File: src/rtl/dcr_pkg.sv
// Constants and types shared by the DMA channel control register block
package dcr_pkg;
  localparam int unsigned NCH = 5;
  localparam int unsigned AW = 8;
  localparam int unsigned DW = 8;
  localparam int unsigned PW = 16;
  // Register addresses in special function register space
  localparam logic [7:0] ADDR_IRQ_FLAGS = 8'hD1;
  localparam logic [7:0] ADDR_CH14_PTR_LO = 8'hD2;
  localparam logic [7:0] ADDR_CH14_PTR_HI = 8'hD3;
  localparam logic [7:0] ADDR_CH0_PTR_LO = 8'hD4;
  localparam logic [7:0] ADDR_CH0_PTR_HI = 8'hD5;
  localparam logic [7:0] ADDR_ARM_ABORT = 8'hD6;
  localparam logic [7:0] ADDR_MAN_TRIG = 8'hD7;
  // Field positions
  localparam int unsigned ABORT_BIT = 7;
  localparam int unsigned CH_MSB = 4;
  // Reset values and the first channel that uses the shared pointer
  localparam logic [4:0] CH_RST = 5'h00;
  localparam logic [7:0] BYTE_RST = 8'h00;
  localparam logic [15:0] PTR_RST = 16'h0000;
  localparam logic [2:0] CH_FIRST_SHARED = 3'h1;
  // Bytes per configuration structure in memory
  localparam logic [15:0] CFG_BYTES = 16'h0008;
  typedef logic [NCH-1:0] dcr_ch_t;
  typedef logic [PW-1:0] dcr_ptr_t;
  typedef enum logic [1:0] {CA_IDLE, CA_BUSY} dcr_ca_e;
endpackage : dcr_pkg

File: src/rtl/dcr_cfg_if.sv
// Interface carrying pointers and channel select to the address generator
`timescale 1ns/1ps
`default_nettype none
interface dcr_cfg_if;
  import dcr_pkg::*;
  dcr_ptr_t ptr0;
  dcr_ptr_t ptr14;
  logic [2:0] ch_sel;
  dcr_ptr_t cfg_addr;
  modport regs (output ptr0, output ptr14, output ch_sel, input cfg_addr);
  modport gen (input ptr0, input ptr14, input ch_sel, output cfg_addr);
endinterface : dcr_cfg_if
`default_nettype wire

File: src/rtl/dcr_cfg_addr.sv
// Configuration structure address generator for the selected channel
`timescale 1ns/1ps
`default_nettype none
module dcr_cfg_addr
  import dcr_pkg::*;
(
  input wire logic clk,
  input wire logic rstn,
  dcr_cfg_if.gen cfg
);
  typedef struct packed {
    dcr_ptr_t addr;
  } dcr_ca_s;

  dcr_ca_s st_r;
  dcr_ca_s st_nxt;
  logic [2:0] off_idx;

  // -----------------------------------------------------------------
  // Address select
  // -----------------------------------------------------------------
  always_comb begin
    st_nxt = st_r;
    off_idx = cfg.ch_sel - CH_FIRST_SHARED;
    if (cfg.ch_sel == 3'h0) begin
      st_nxt.addr = cfg.ptr0;
    end else begin
      // Shared structures sit back to back in channel order
      st_nxt.addr = 16'(cfg.ptr14 + 16'(off_idx) * CFG_BYTES);
    end
  end

  always_ff @(posedge clk or negedge rstn) begin
    if (!rstn) begin
      st_r <= '{addr: PTR_RST};
    end else begin
      st_r <= st_nxt;
    end
  end

  assign cfg.cfg_addr = st_r.addr;

  shared_layout_a: assert property (@(posedge clk) disable iff (!rstn)
    (cfg.ch_sel != 3'h0) |=> (cfg.cfg_addr == 16'($past(cfg.ptr14)
      + 16'($past(cfg.ch_sel) - CH_FIRST_SHARED) * CFG_BYTES)))
    else $error("shared config address not consecutive");
endmodule : dcr_cfg_addr
`default_nettype wire

File: src/rtl/dcr_regs.sv
// DMA channel arm, manual trigger, done flag and pointer registers
`timescale 1ns/1ps
`default_nettype none
module dcr_regs
  import dcr_pkg::*;
(
  input wire logic clk,
  input wire logic rstn,
  input wire logic [AW-1:0] sfr_addr,
  input wire logic sfr_wr,
  input wire logic sfr_rd,
  input wire logic [DW-1:0] sfr_wdata,
  output logic [DW-1:0] sfr_rdata,
  input wire logic [NCH-1:0] ch_grant,
  input wire logic [NCH-1:0] ch_count_done,
  input wire logic [NCH-1:0] ch_repetitive,
  input wire logic [NCH-1:0] channel_irq_enable,
  input wire logic [NCH-1:0] ch_trig_sel_zero,
  input wire logic [NCH-1:0] ch_ext_trigger,
  input wire logic [2:0] ch_sel,
  output logic [NCH-1:0] channel_arm_bit,
  output logic [NCH-1:0] ch_request,
  output logic [NCH-1:0] ch_abort,
  output logic dma_irq,
  output logic [PW-1:0] cfg_addr
);
  typedef struct packed {
    dcr_ch_t arm;
    dcr_ch_t req;
    dcr_ch_t flags;
    dcr_ch_t abort;
    dcr_ptr_t ptr0;
    dcr_ptr_t ptr14;
    logic [DW-1:0] rdata;
  } dcr_st_s;

  dcr_st_s st_r;
  dcr_st_s st_nxt;
  dcr_ch_t wr_ch;
  logic wr_arm;
  logic wr_req;
  logic wr_irq;
  logic abort_wr;

  dcr_cfg_if cfg ();

  assign wr_ch = sfr_wdata[CH_MSB:0];
  assign wr_arm = sfr_wr && (sfr_addr == ADDR_ARM_ABORT);
  assign wr_req = sfr_wr && (sfr_addr == ADDR_MAN_TRIG);
  assign wr_irq = sfr_wr && (sfr_addr == ADDR_IRQ_FLAGS);
  assign abort_wr = wr_arm && sfr_wdata[ABORT_BIT];

  // -----------------------------------------------------------------
  // Register next state
  // -----------------------------------------------------------------
  always_comb begin
    st_nxt = st_r;
    st_nxt.abort = CH_RST;
    // Hardware clear first so that a software set in the same cycle wins
    st_nxt.arm = st_r.arm & ~(ch_count_done & ~ch_repetitive);
    if (abort_wr) begin
      st_nxt.arm = st_nxt.arm & ~wr_ch;
      st_nxt.abort = wr_ch;
    end else if (wr_arm) begin
      st_nxt.arm = wr_ch;
    end
    st_nxt.req = st_r.req & ~ch_grant;
    if (wr_req) begin
      st_nxt.req = st_nxt.req | wr_ch;
    end
    st_nxt.flags = st_r.flags;
    if (wr_irq) begin
      st_nxt.flags = st_r.flags & wr_ch;
    end
    st_nxt.flags = st_nxt.flags | ch_count_done;
    if (sfr_wr) begin
      case (sfr_addr)
        ADDR_CH0_PTR_HI: st_nxt.ptr0[15:8] = sfr_wdata;
        ADDR_CH0_PTR_LO: st_nxt.ptr0[7:0] = sfr_wdata;
        ADDR_CH14_PTR_HI: st_nxt.ptr14[15:8] = sfr_wdata;
        ADDR_CH14_PTR_LO: st_nxt.ptr14[7:0] = sfr_wdata;
        default: ;
      endcase
    end
    if (sfr_rd) begin
      case (sfr_addr)
        ADDR_IRQ_FLAGS: st_nxt.rdata = DW'(st_r.flags);
        ADDR_CH14_PTR_LO: st_nxt.rdata = st_r.ptr14[7:0];
        ADDR_CH14_PTR_HI: st_nxt.rdata = st_r.ptr14[15:8];
        ADDR_CH0_PTR_LO: st_nxt.rdata = st_r.ptr0[7:0];
        ADDR_CH0_PTR_HI: st_nxt.rdata = st_r.ptr0[15:8];
        // Abort bit is write-only and reads back as zero
        ADDR_ARM_ABORT: st_nxt.rdata = DW'(st_r.arm);
        ADDR_MAN_TRIG: st_nxt.rdata = DW'(st_r.req);
        default: st_nxt.rdata = BYTE_RST;
      endcase
    end
  end

  always_ff @(posedge clk or negedge rstn) begin
    if (!rstn) begin
      st_r <= '{arm: CH_RST, req: CH_RST, flags: CH_RST, abort: CH_RST,
                ptr0: PTR_RST, ptr14: PTR_RST, rdata: BYTE_RST};
    end else begin
      st_r <= st_nxt;
    end
  end

  // -----------------------------------------------------------------
  // Engine side
  // -----------------------------------------------------------------
  // External triggers are ignored for channels with selection zero
  assign ch_request = st_r.arm
    & (st_r.req | (ch_ext_trigger & ~ch_trig_sel_zero));
  assign channel_arm_bit = st_r.arm;
  assign ch_abort = st_r.abort;
  assign dma_irq = |(st_r.flags & channel_irq_enable);
  assign sfr_rdata = st_r.rdata;

  assign cfg.ptr0 = st_r.ptr0;
  assign cfg.ptr14 = st_r.ptr14;
  assign cfg.ch_sel = ch_sel;
  assign cfg_addr = cfg.cfg_addr;

  dcr_cfg_addr u_cfg_addr (
    .clk(clk),
    .rstn(rstn),
    .cfg(cfg)
  );

  // -----------------------------------------------------------------
  // Assertions
  // -----------------------------------------------------------------
  abort_disarm_a: assert property (@(posedge clk) disable iff (!rstn)
    abort_wr |=> ((channel_arm_bit & $past(wr_ch)) == CH_RST)
      && (ch_abort == $past(wr_ch)))
    else $error("abort did not disarm selected channels");

  abort_reads_zero_a: assert property (@(posedge clk)
    disable iff (!rstn)
    (sfr_rd && sfr_addr == ADDR_ARM_ABORT) |=> !sfr_rdata[ABORT_BIT])
    else $error("abort bit read back as one");

  armed_only_a: assert property (@(posedge clk) disable iff (!rstn)
    (ch_request & ~channel_arm_bit) == CH_RST)
    else $error("request on a disarmed channel");

  auto_disarm_a: assert property (@(posedge clk) disable iff (!rstn)
    (!wr_arm && (ch_count_done & ~ch_repetitive) != CH_RST)
      |=> ((channel_arm_bit & $past(ch_count_done & ~ch_repetitive))
        == CH_RST))
    else $error("arm bit kept after count reached");

  manual_trig_a: assert property (@(posedge clk) disable iff (!rstn)
    wr_req |=> ((st_r.req & $past(wr_ch)) == $past(wr_ch))
      ##0 ((ch_request & channel_arm_bit & $past(wr_ch))
        == (channel_arm_bit & $past(wr_ch))))
    else $error("manual trigger not raised");

  grant_clear_a: assert property (@(posedge clk) disable iff (!rstn)
    (!wr_req && ch_grant != CH_RST)
      |=> ((st_r.req & $past(ch_grant)) == CH_RST))
    else $error("grant did not clear request");

  ptr0_write_a: assert property (@(posedge clk) disable iff (!rstn)
    (sfr_wr && sfr_addr == ADDR_CH0_PTR_HI)
      |=> (st_r.ptr0[15:8] == $past(sfr_wdata))
        && (st_r.ptr0[7:0] == $past(st_r.ptr0[7:0])))
    else $error("channel 0 pointer high byte not stored");

  ptr14_write_a: assert property (@(posedge clk) disable iff (!rstn)
    (sfr_wr && sfr_addr == ADDR_CH14_PTR_LO)
      |=> (st_r.ptr14[7:0] == $past(sfr_wdata)))
    else $error("shared pointer low byte not stored");

  flag_set_a: assert property (@(posedge clk) disable iff (!rstn)
    (ch_count_done != CH_RST)
      |=> ((st_r.flags & $past(ch_count_done)) == $past(ch_count_done)))
    else $error("done flag not set");

  flag_w1_a: assert property (@(posedge clk) disable iff (!rstn)
    (wr_irq && ch_count_done == CH_RST)
      |=> (st_r.flags == ($past(st_r.flags) & $past(wr_ch))))
    else $error("flag write not clear-only");

  irq_gate_a: assert property (@(posedge clk) disable iff (!rstn)
    ((st_r.flags & channel_irq_enable) == CH_RST) |-> !dma_irq)
    else $error("interrupt without enabled flag");

  sel_zero_a: assert property (@(posedge clk) disable iff (!rstn)
    (ch_request & ch_trig_sel_zero & ~st_r.req) == CH_RST)
    else $error("external trigger with selection zero");

  ptr0_low_write_a: assert property (@(posedge clk)
    disable iff (!rstn)
    (sfr_wr && sfr_addr == ADDR_CH0_PTR_LO)
      |=> (st_r.ptr0[7:0] == $past(sfr_wdata)))
    else $error("channel 0 pointer low byte not stored");

  ptr14_high_write_a: assert property (@(posedge clk)
    disable iff (!rstn)
    (sfr_wr && sfr_addr == ADDR_CH14_PTR_HI)
      |=> (st_r.ptr14[15:8] == $past(sfr_wdata)))
    else $error("shared pointer high byte not stored");

  abort_pulse_a: assert property (@(posedge clk) disable iff (!rstn)
    !abort_wr |=> (ch_abort == CH_RST))
    else $error("abort pulse without an abort write");

  arm_write_a: assert property (@(posedge clk) disable iff (!rstn)
    (wr_arm && !abort_wr) |=> (channel_arm_bit == $past(wr_ch)))
    else $error("arm bits not loaded by a write");

  flag_hold_a: assert property (@(posedge clk) disable iff (!rstn)
    !wr_irq |=> ((st_r.flags & $past(st_r.flags)) == $past(st_r.flags)))
    else $error("done flag lost without a clear write");

  irq_raise_a: assert property (@(posedge clk) disable iff (!rstn)
    ((st_r.flags & channel_irq_enable) != CH_RST) |-> dma_irq)
    else $error("enabled flag raised no interrupt");
endmodule : dcr_regs
`default_nettype wire

File: config.mk
export PLATFORM = sky130hd
export DESIGN_NAME = dcr_regs
export DESIGN_NICKNAME = d
export VERILOG_FILES = /design/src/rtl/dcr_pkg.sv /design/src/rtl/dcr_cfg_if.sv /design/src/rtl/dcr_cfg_addr.sv /design/src/rtl/dcr_regs.sv
export SDC_FILE = /design/constraint.sdc
export NUM_CORES = 1
export LEC_CHECK = 0
export BUFFER_PORTS_ARGS = -buffer_cell sky130_fd_sc_hd__buf_2
export CAP_MARGIN = 20
export CORE_UTILIZATION = 50
export CTS_CLUSTER_DIAMETER = 80
export DETAILED_ROUTE_END_ITERATION = 16
export PLACE_DENSITY = 0.81
export SLEW_MARGIN = 15
export SYNTH_ARGS = -nofsm -noshare
export SYNTH_HDL_FRONTEND = slang
export SYNTH_HIERARCHICAL = 1
export SYNTH_SLANG_ARGS = --single-unit
File: constraint.sdc
create_clock -name clk -period 1.9 [get_ports clk]
set_input_delay 0.19 -clock clk [delete_from_list [all_inputs] [get_ports clk]]
set_output_delay 0.19 -clock clk [all_outputs]
set_load 0.02 [all_outputs]
==> results of run 1 <==
==> worst paths after layout <==
kind,cells past startpoint,start,endpoint
max,6,cfg.ptr14[3],u_cfg_addr/cfg.cfg_addr[15]
min,3,ch_count_done[4],st_r[49]
max reg2reg,6,cfg.ptr14[3],u_cfg_addr/cfg.cfg_addr[15]
min reg2reg,2,cfg.ptr0[0],u_cfg_addr/cfg.cfg_addr[0]
max in group asynchronous,3,rstn,u_cfg_addr/cfg.cfg_addr[3]
min in group asynchronous,3,rstn,cfg.ptr14[0]
==> synthesized netlist by cell type (all sizes together) (2+ instances only) <==
| cell type | number |
|---|---|
| a22o | 5 |
| a211oi | 3 |
| a221oi | 5 |
| and2 | 6 |
| mux2i | 8 |
| o21ai | 17 |
| nor2 | 10 |
| clkbuf | 5 |
| buf | 26 |
| nand3 | 6 |
| o22a | 2 |
| xor2 | 7 |
| ha | 5 |
| nor2b | 14 |
| nand2b | 3 |
| a21oi | 8 |
| mux2 | 35 |
| dfrtp | 76 |
| xnor2 | 4 |
| mux4 | 3 |
| o32ai | 4 |
| and4 | 2 |
| inv | 21 |
| nor3 | 8 |
| or3 | 2 |
| nand2 | 37 |
| nand4 | 6 |
| and3 | 6 |
| o22ai | 4 |
| nor4 | 2 |
| o2bb2ai | 5 |
| o21a | 5 |
==> placed cells by master, fill, tap and decap left out, drive strengths merged, types with 4 or more instances in the layout <==
| cell type | instances |
|---|---|
| nand2 | 37 |
| clkbuf | 13 |
| a22o | 5 |
| nor3 | 8 |
| mux2 | 35 |
| a221oi | 5 |
| mux2i | 8 |
| nand3 | 6 |
| o32ai | 4 |
| dfrtp | 76 |
| o21ai | 17 |
| nor2b | 14 |
| nand4 | 6 |
| o2bb2ai | 5 |
| ha | 5 |
| o21a | 5 |
| nor2 | 10 |
| a21oi | 8 |
| and2 | 6 |
| o22ai | 4 |
| buf | 111 |
| xnor2 | 4 |
| inv | 21 |
| and3 | 6 |
| xor2 | 7 |
==> state kept, by name (all words and copies together), names as in the netlist <==
signal,flops
ch_abort,5
st_r,10
cfg.ptr14,16
u_cfg_addr/cfg.cfg_addr,16
cfg.ptr0,16
channel_arm_bit,5
sfr_rdata,8
==> final cells by class <==
class	count	area share
Sequential cell	76	0.404
Clock inverter	2	0.00745
Inverter	22	0.0176
Tap cell	102	0.0271
Clock buffer	13	0.0316
Multi-Input combinational cell	233	0.379
Timing Repair Buffer	112	0.133
==> worst min-delay path, stage by stage <==
cell	delay [ns]
buf_2	0.07
inv_1	0.04
nand2_1	0.04
==> what timing repair did <==
action,in CTS,in global routing
setup endpoints to repair,1,0
endpoints found under the hold margin,76,0
resized for setup,1,0
hold buffers,1,0
==> cell families after synthesis <==
kind of cell,Yosys count,synth area share
adder cells (fa/ha/maj),6,0.0208
multiplexers,46,0.144
buffers and inverters,53,0.0725
XOR/XNOR,11,0.0243
AO/OA/AOI/OAI,62,0.110
flip-flops,76,0.479
AND/OR/NAND/NOR,108,0.149
==> metal layers <==
metal	part of all wire	wire length [microns]
met5	0	0
met4	0.028	279
met3	0.054	531
met2	0.49	4850
met1	0.42	4170
==> metrics by stage <==
stage,hold WS (ns),total power [uW],util,setup WS [ns],instance area [sq um]
floorplan,-0.106,1950,-,0.0820,3970
detailed placement,0.223,2150,0.586,-0.0721,4510
CTS,0.00904,3340,0.612,0.0557,4700
finish,0.0184,3330,0.612,0.0510,4700
global route,0.0264,3450,0.612,0.0264,4700
global placement,0.216,2130,0.586,-0.0270,4510
==> report_power, final <==
part / switching [uW] / total (uW) / internal (uW)
Clock: 577 / 1210 / 636
Combinational: 229 / 402 / 173
Sequential: 45.0 / 1720 / 1670
Total: 851 / 3330 / 2480
==> impl_summary.log, run 1 <==
INFO  metric power_per_cell_area = 709 nW/um^2
INFO  metric drt_wl_total = 9.83 mm
INFO  metric avgRoutedWirePerCell = 17.6 microns
INFO  metric fp.dieArea = 8300 sq um
INFO  metric first_global_vias = 3053
INFO  metric yosys.area.top_type = dfrtp_1
INFO  metric hold_class = input port to flop
INFO  metric final_cell_count_no_fill = 560
INFO  metric critical_path.max_fanout = 5
INFO  metric area_of_the_mapped_netlist = 3970 sq um
INFO  metric setup_viol = 0
INFO  metric vdd_drop_max = 0.396 mV
INFO  metric placeableCoreArea = 7690 sq um
INFO  metric status = complete, but fails checks
INFO  metric initial_core_util = 0.516
INFO  metric gr-usage-all-layers = 0.247
INFO  metric io_buffers = 92
INFO  metric postSynthCellCount = 362
INFO  metric grtUsageMet2 = 0.404
INFO  metric reg2reg_slack = 0.05 ns
INFO  metric setup_tns_final = 0 ns
INFO  metric vias = 3177
INFO  metric placed_cells = 544
INFO  metric detailedPlacementHpwl = 7.24 mm
INFO  metric path_buf_inv = 0
INFO  metric post_synth.cell_area_avg = 11.0 sq um
INFO  metric tritoncts.num_buffers = 9
INFO  metric worst_skew_pair.late_latency = 0.35 ns
INFO  metric post_route_cells_drive_above_1_share = 0.380
INFO  metric worstSetupPathType = flop to flop
INFO  metric top_usage_layer = met2
INFO  metric synth.yosys.seq_area_share = 0.479
INFO  metric std_cell_rows = 32
INFO  metric layout_worst_path_cycle_share = 0.973
INFO  metric worst_pin_slew = 0.517 ns
INFO  metric cts_h_tree_lvls = 3
INFO  metric cts-root-buf = clkbuf_8
INFO  metric fillCellCount = 673
INFO  metric critPathCaptureType = flop
INFO  metric setup_repair_after_global_routing_missed_its_margin = false
INFO  metric achievable-frequency = 541 MHz
INFO  metric final_hold_viol_count = 0
INFO  metric use_met3 = 0.0436
INFO  metric yosysUniqueCellTypes = 53
INFO  metric critPathLaunchType = flop
INFO  metric avgViaCountPerCell = 5.67
INFO  metric violations_in_the_final_reports = DRC
INFO  metric drt.antenna.violating_nets = 0
INFO  metric grt_first_pass_wirelength = 15.6 mm
INFO  metric gp_congestion = 0.875
INFO  metric postSynth.asyncResetShare = 1.00
INFO  metric clockBufferDepth = 2
INFO  metric worst_path_largest_cell_delay = 0.41 ns
INFO  metric io_pins = 93
INFO  metric antenna_found_initial = 0
INFO  metric ys_seq_elements = 76
INFO  metric drtPass1Iterations = 13
INFO  metric required_time_reported_for_the_critical_path_endpoint = 2.12 ns
INFO  metric clk_transition_reported_paths = 0.07 ns
INFO  metric grt_max_degree = 52
INFO  metric post-route-drc-count = 1
INFO  metric synth_ff_type = dfrtp_1
INFO  metric ys_warn_count = 6
INFO  metric total_grt_overflow = 0
INFO  metric detail_route.iter0.violations = 348
INFO  metric numClockSinks = 76
INFO  metric slew_headroom = 0.655
INFO  metric multi_input_comb_area = 1780 sq um
INFO  metric min_cycle_time_layout = 1.85 ns
INFO  metric yosys-top-cells-area = dfrtp_1, mux2_2, nand2_1
INFO  metric crit_path_cell_trace = ha_1 > fa_2 > a21o_2 > nand4_1 > xor2_1 > o21ai_0
INFO  metric timing.critical_path.arrival = 2.07 ns
INFO  metric synth_enable_flop_cells = 0
INFO  metric crit_family = adder cells
INFO  metric cap_viol_max_count = 0
INFO  metric layout-area-overhead-vs-synth = 18.5%
INFO  metric power.leakage = 0.00240 uW
INFO  metric cts_tree = yes
INFO  metric report.final.slew_viol_count = 0
INFO  metric cts_setup_buffers = 0
INFO  metric regArea = 1900 sq um
INFO  metric synth_fp_nets = 421
INFO  metric portion_of_synthesized_cell_area_occupied_by_the_leading_cell_type = 0.479
INFO  metric design.final.nets = 513
INFO  metric width_of_the_chip = 91.1 microns
INFO  metric grt_use_met1 = 0.323
INFO  metric diodes = 0
INFO  metric cp_slowest_cell = dfrtp_1
INFO  metric timing.clock.skew = 0.00718 ns
INFO  metric fp.dieH = 91.1 microns
Note: power is estimated with default switching activity, not from simulation.
==> inputs of run 2 (changes only) <==
--- a/config.mk
+++ b/config.mk
@@ -7,10 +7,10 @@
 export LEC_CHECK = 0
 export BUFFER_PORTS_ARGS = -buffer_cell sky130_fd_sc_hd__buf_2
 export CAP_MARGIN = 20
-export CORE_UTILIZATION = 50
+export CORE_UTILIZATION = 49
 export CTS_CLUSTER_DIAMETER = 80
 export DETAILED_ROUTE_END_ITERATION = 16
-export PLACE_DENSITY = 0.81
+export PLACE_DENSITY = 0.83
 export SLEW_MARGIN = 15
 export SYNTH_ARGS = -nofsm -noshare
 export SYNTH_HDL_FRONTEND = slang
==> constraint.sdc (replaced) <==
create_clock -name clk -period 1.7 [get_ports clk]
set_input_delay 0.17 -clock clk [delete_from_list [all_inputs] [get_ports clk]]
set_output_delay 0.17 -clock clk [all_outputs]
set_load 0.02 [all_outputs]
==> run 2 against run 1 <==
  * The flow now finishes without violations
  * Flip-flop and latch count did not move
  * Largest power group unchanged
  * Count of clock-buffer cells in the layout fell by 3
  * Critical endpoint is now u_cfg_addr/cfg.cfg_addr[9]
  * Sequential power rose by 12%
==> impl_summary.log, run 2 (synthesized netlist as in run 1, its figures left out) <==
INFO  metric tritoncts.num_buffers = 9
INFO  metric timing.clock.skew = 0.00815 ns
INFO  metric clk_transition_reported_paths = 0.08 ns
INFO  metric layout_worst_path_cycle_share = 0.992
INFO  metric setup_repair_after_global_routing_missed_its_margin = true
INFO  metric critPathCaptureType = flop
INFO  metric gr-usage-all-layers = 0.268
INFO  metric seqPwrFrac = 0.523
INFO  metric power = 3670 uW
INFO  metric drt_wl_total = 10.8 mm
INFO  metric clockBufferDepth = 2
INFO  metric numClockSinks = 76
INFO  metric detail_route.iter0.violations = 297
INFO  metric post_route_cells_drive_above_1_share = 0.409
INFO  metric io_pins = 93
INFO  metric vias = 3254
INFO  metric drt.antenna.violating_nets = 0
INFO  metric rr_worst_depth = 6
INFO  metric avgRoutedWirePerCell = 18.7 microns
INFO  metric post-place-ws = -0.182 ns
INFO  metric required_time_reported_for_the_critical_path_endpoint = 1.95 ns
INFO  metric fillCellCount = 642
INFO  metric holdPathStages = 3
INFO  metric final_cell_count_no_fill = 576
INFO  metric worst_r2r_startpoint = cfg.ptr14[3]
INFO  metric io_buffers = 92
INFO  metric power.switching = 1020 uW
INFO  metric routed-wl-met2 = 5.34 mm
INFO  metric gate_power_share = 0.134
INFO  metric cts_h_tree_lvls = 3
INFO  metric power.leakage = 0.00245 uW
INFO  metric critical_path.max_fanout = 5
INFO  metric regArea = 1900 sq um
INFO  metric detailedPlacementHpwl = 7.79 mm
INFO  metric design.final.nets = 528
INFO  metric achievable-frequency = 593 MHz
INFO  metric fin_ws = 0.0143 ns
INFO  metric final_hold_viol_count = 0
INFO  metric crit_start = cfg.ptr14[3]
INFO  metric gp_congestion = 0.906
INFO  metric width_of_the_chip = 92.0 microns
INFO  metric maxUsedRoutingLayer = met4
INFO  metric drtPass1Iterations = 4
INFO  metric slew_headroom = 0.535
INFO  metric min_cycle_time_layout = 1.69 ns
INFO  metric placeableCoreArea = 7770 sq um
INFO  metric diodes = 0
INFO  metric layout-area-overhead-vs-synth = 22.1%
INFO  metric setup_viol = 0
INFO  metric report.final.slew_viol_count = 0
INFO  metric fp.dieH = 92.0 microns
INFO  metric critPathLaunchType = flop
INFO  metric avgViaCountPerCell = 5.65
INFO  metric whs = 0.0129 ns
INFO  metric most-common-layout-cells = buf_2, dfrtp_1, nand2_1
INFO  metric grt_max_degree = 58
INFO  metric hp-start = ch_count_done[2]
INFO  metric post-route-drc-count = 0
INFO  metric cts-root-buf = clkbuf_8
INFO  metric internal-power = 2650 uW
INFO  metric worst_skew_pair.late_latency = 0.36 ns
INFO  metric switching_share = 0.278
INFO  metric cts_tree = yes
INFO  metric status = finished, final reports clean
INFO  metric met3_routed_length = 736 microns
INFO  metric multi_input_comb_area = 1810 sq um
INFO  metric cap_viol_max_count = 0
INFO  metric layout.cell_area.non_filler = 4850 sq um
INFO  metric routedLengthMet1 = 4.36 mm
INFO  metric timing.critical_path.arrival = 1.93 ns
INFO  metric std_cell_rows = 32
INFO  metric total_grt_overflow = 0
INFO  metric fp.dieArea = 8470 sq um
INFO  metric worstSetupPathType = flop to flop
INFO  metric hold_class = input port to flop
INFO  metric vdd_drop_max = 0.385 mV
INFO  metric grt_first_pass_wirelength = 17.1 mm
INFO  metric pwr-share-clk = 0.343
INFO  metric initial_core_util = 0.511
INFO  metric mostFrequentLayoutCell = buf_2
INFO  metric antenna_found_initial = 0
INFO  metric power_per_cell_area = 757 nW/um^2
INFO  metric first_global_vias = 3332
INFO  metric placed_cells = 555
INFO  metric worst_pin_slew = 0.693 ns
INFO  metric placed_instance_area = 4590 sq um
-- run 2: layer usage --
metal / track usage / vias to the layer above
met5: 0 / -
met4: 0.128 / 0
met3: 0.0365 / 33
met2: 0.445 / 160
met1: 0.347 / 1588
li1: - / 1473
-- run 2: critical path, cell delays in order (launching register included) --
cell and delay [ns]:
dfrtp_1 0.43, ha_4 0.19, fa_2 0.35, a21o_4 0.25, nand4_1 0.10, xor2_1 0.18
o21ai_1 0.08
-- run 2: power by group through the flow --
stage	Clock, uW	Sequential [uW]	Combinational (uW)
final	1260	1920	493
after global routing	1340	1930	534
after CTS	1270	1920	485
after detailed placement	0	1950	471
after global placement	0	1950	456
after floorplan	0	1970	209
-- run 2: area by class of cell --
cell class                 instances  share of cell area
clock inverter                     6             0.00826
multi-input combinational        233               0.374
sequential                        76               0.392
tap                              102              0.0263
clock buffer                      10              0.0284
timing repair buffer             127               0.154
inverter                          22              0.0170
-- run 2: final timing paths --
path	to	slack, ns
max	u_cfg_addr/cfg.cfg_addr[9]	0.01
min	st_r[47]	0.01
max reg2reg	u_cfg_addr/cfg.cfg_addr[9]	0.01
min reg2reg	u_cfg_addr/cfg.cfg_addr[0]	0.51
max in group asynchronous	channel_arm_bit[4]	1.08
min in group asynchronous	u_cfg_addr/cfg.cfg_addr[4]	0.34
-- run 2: metrics by stage --
| step | setup TNS (ns) | util |
|---|---|---|
| after floorplan | 0 | - |
| after global placement | -0.433 | 0.591 |
| after detailed placement | -1.61 | 0.591 |
| after CTS | 0 | 0.621 |
| after global routing | -0.0317 | 0.624 |
| final | 0 | 0.624 |
-- run 2: what timing repair did --
| action | CTS | global route |
|---|---|---|
| gates cloned | 0 | 0 |
| pin swaps | 5 | 5 |
| resized for setup | 4 | 5 |
| hold endpoints to repair | 79 | 0 |
| setup buffers | 0 | 1 |
| hold buffers | 4 | 0 |
| setup endpoints to repair | 5 | 7 |
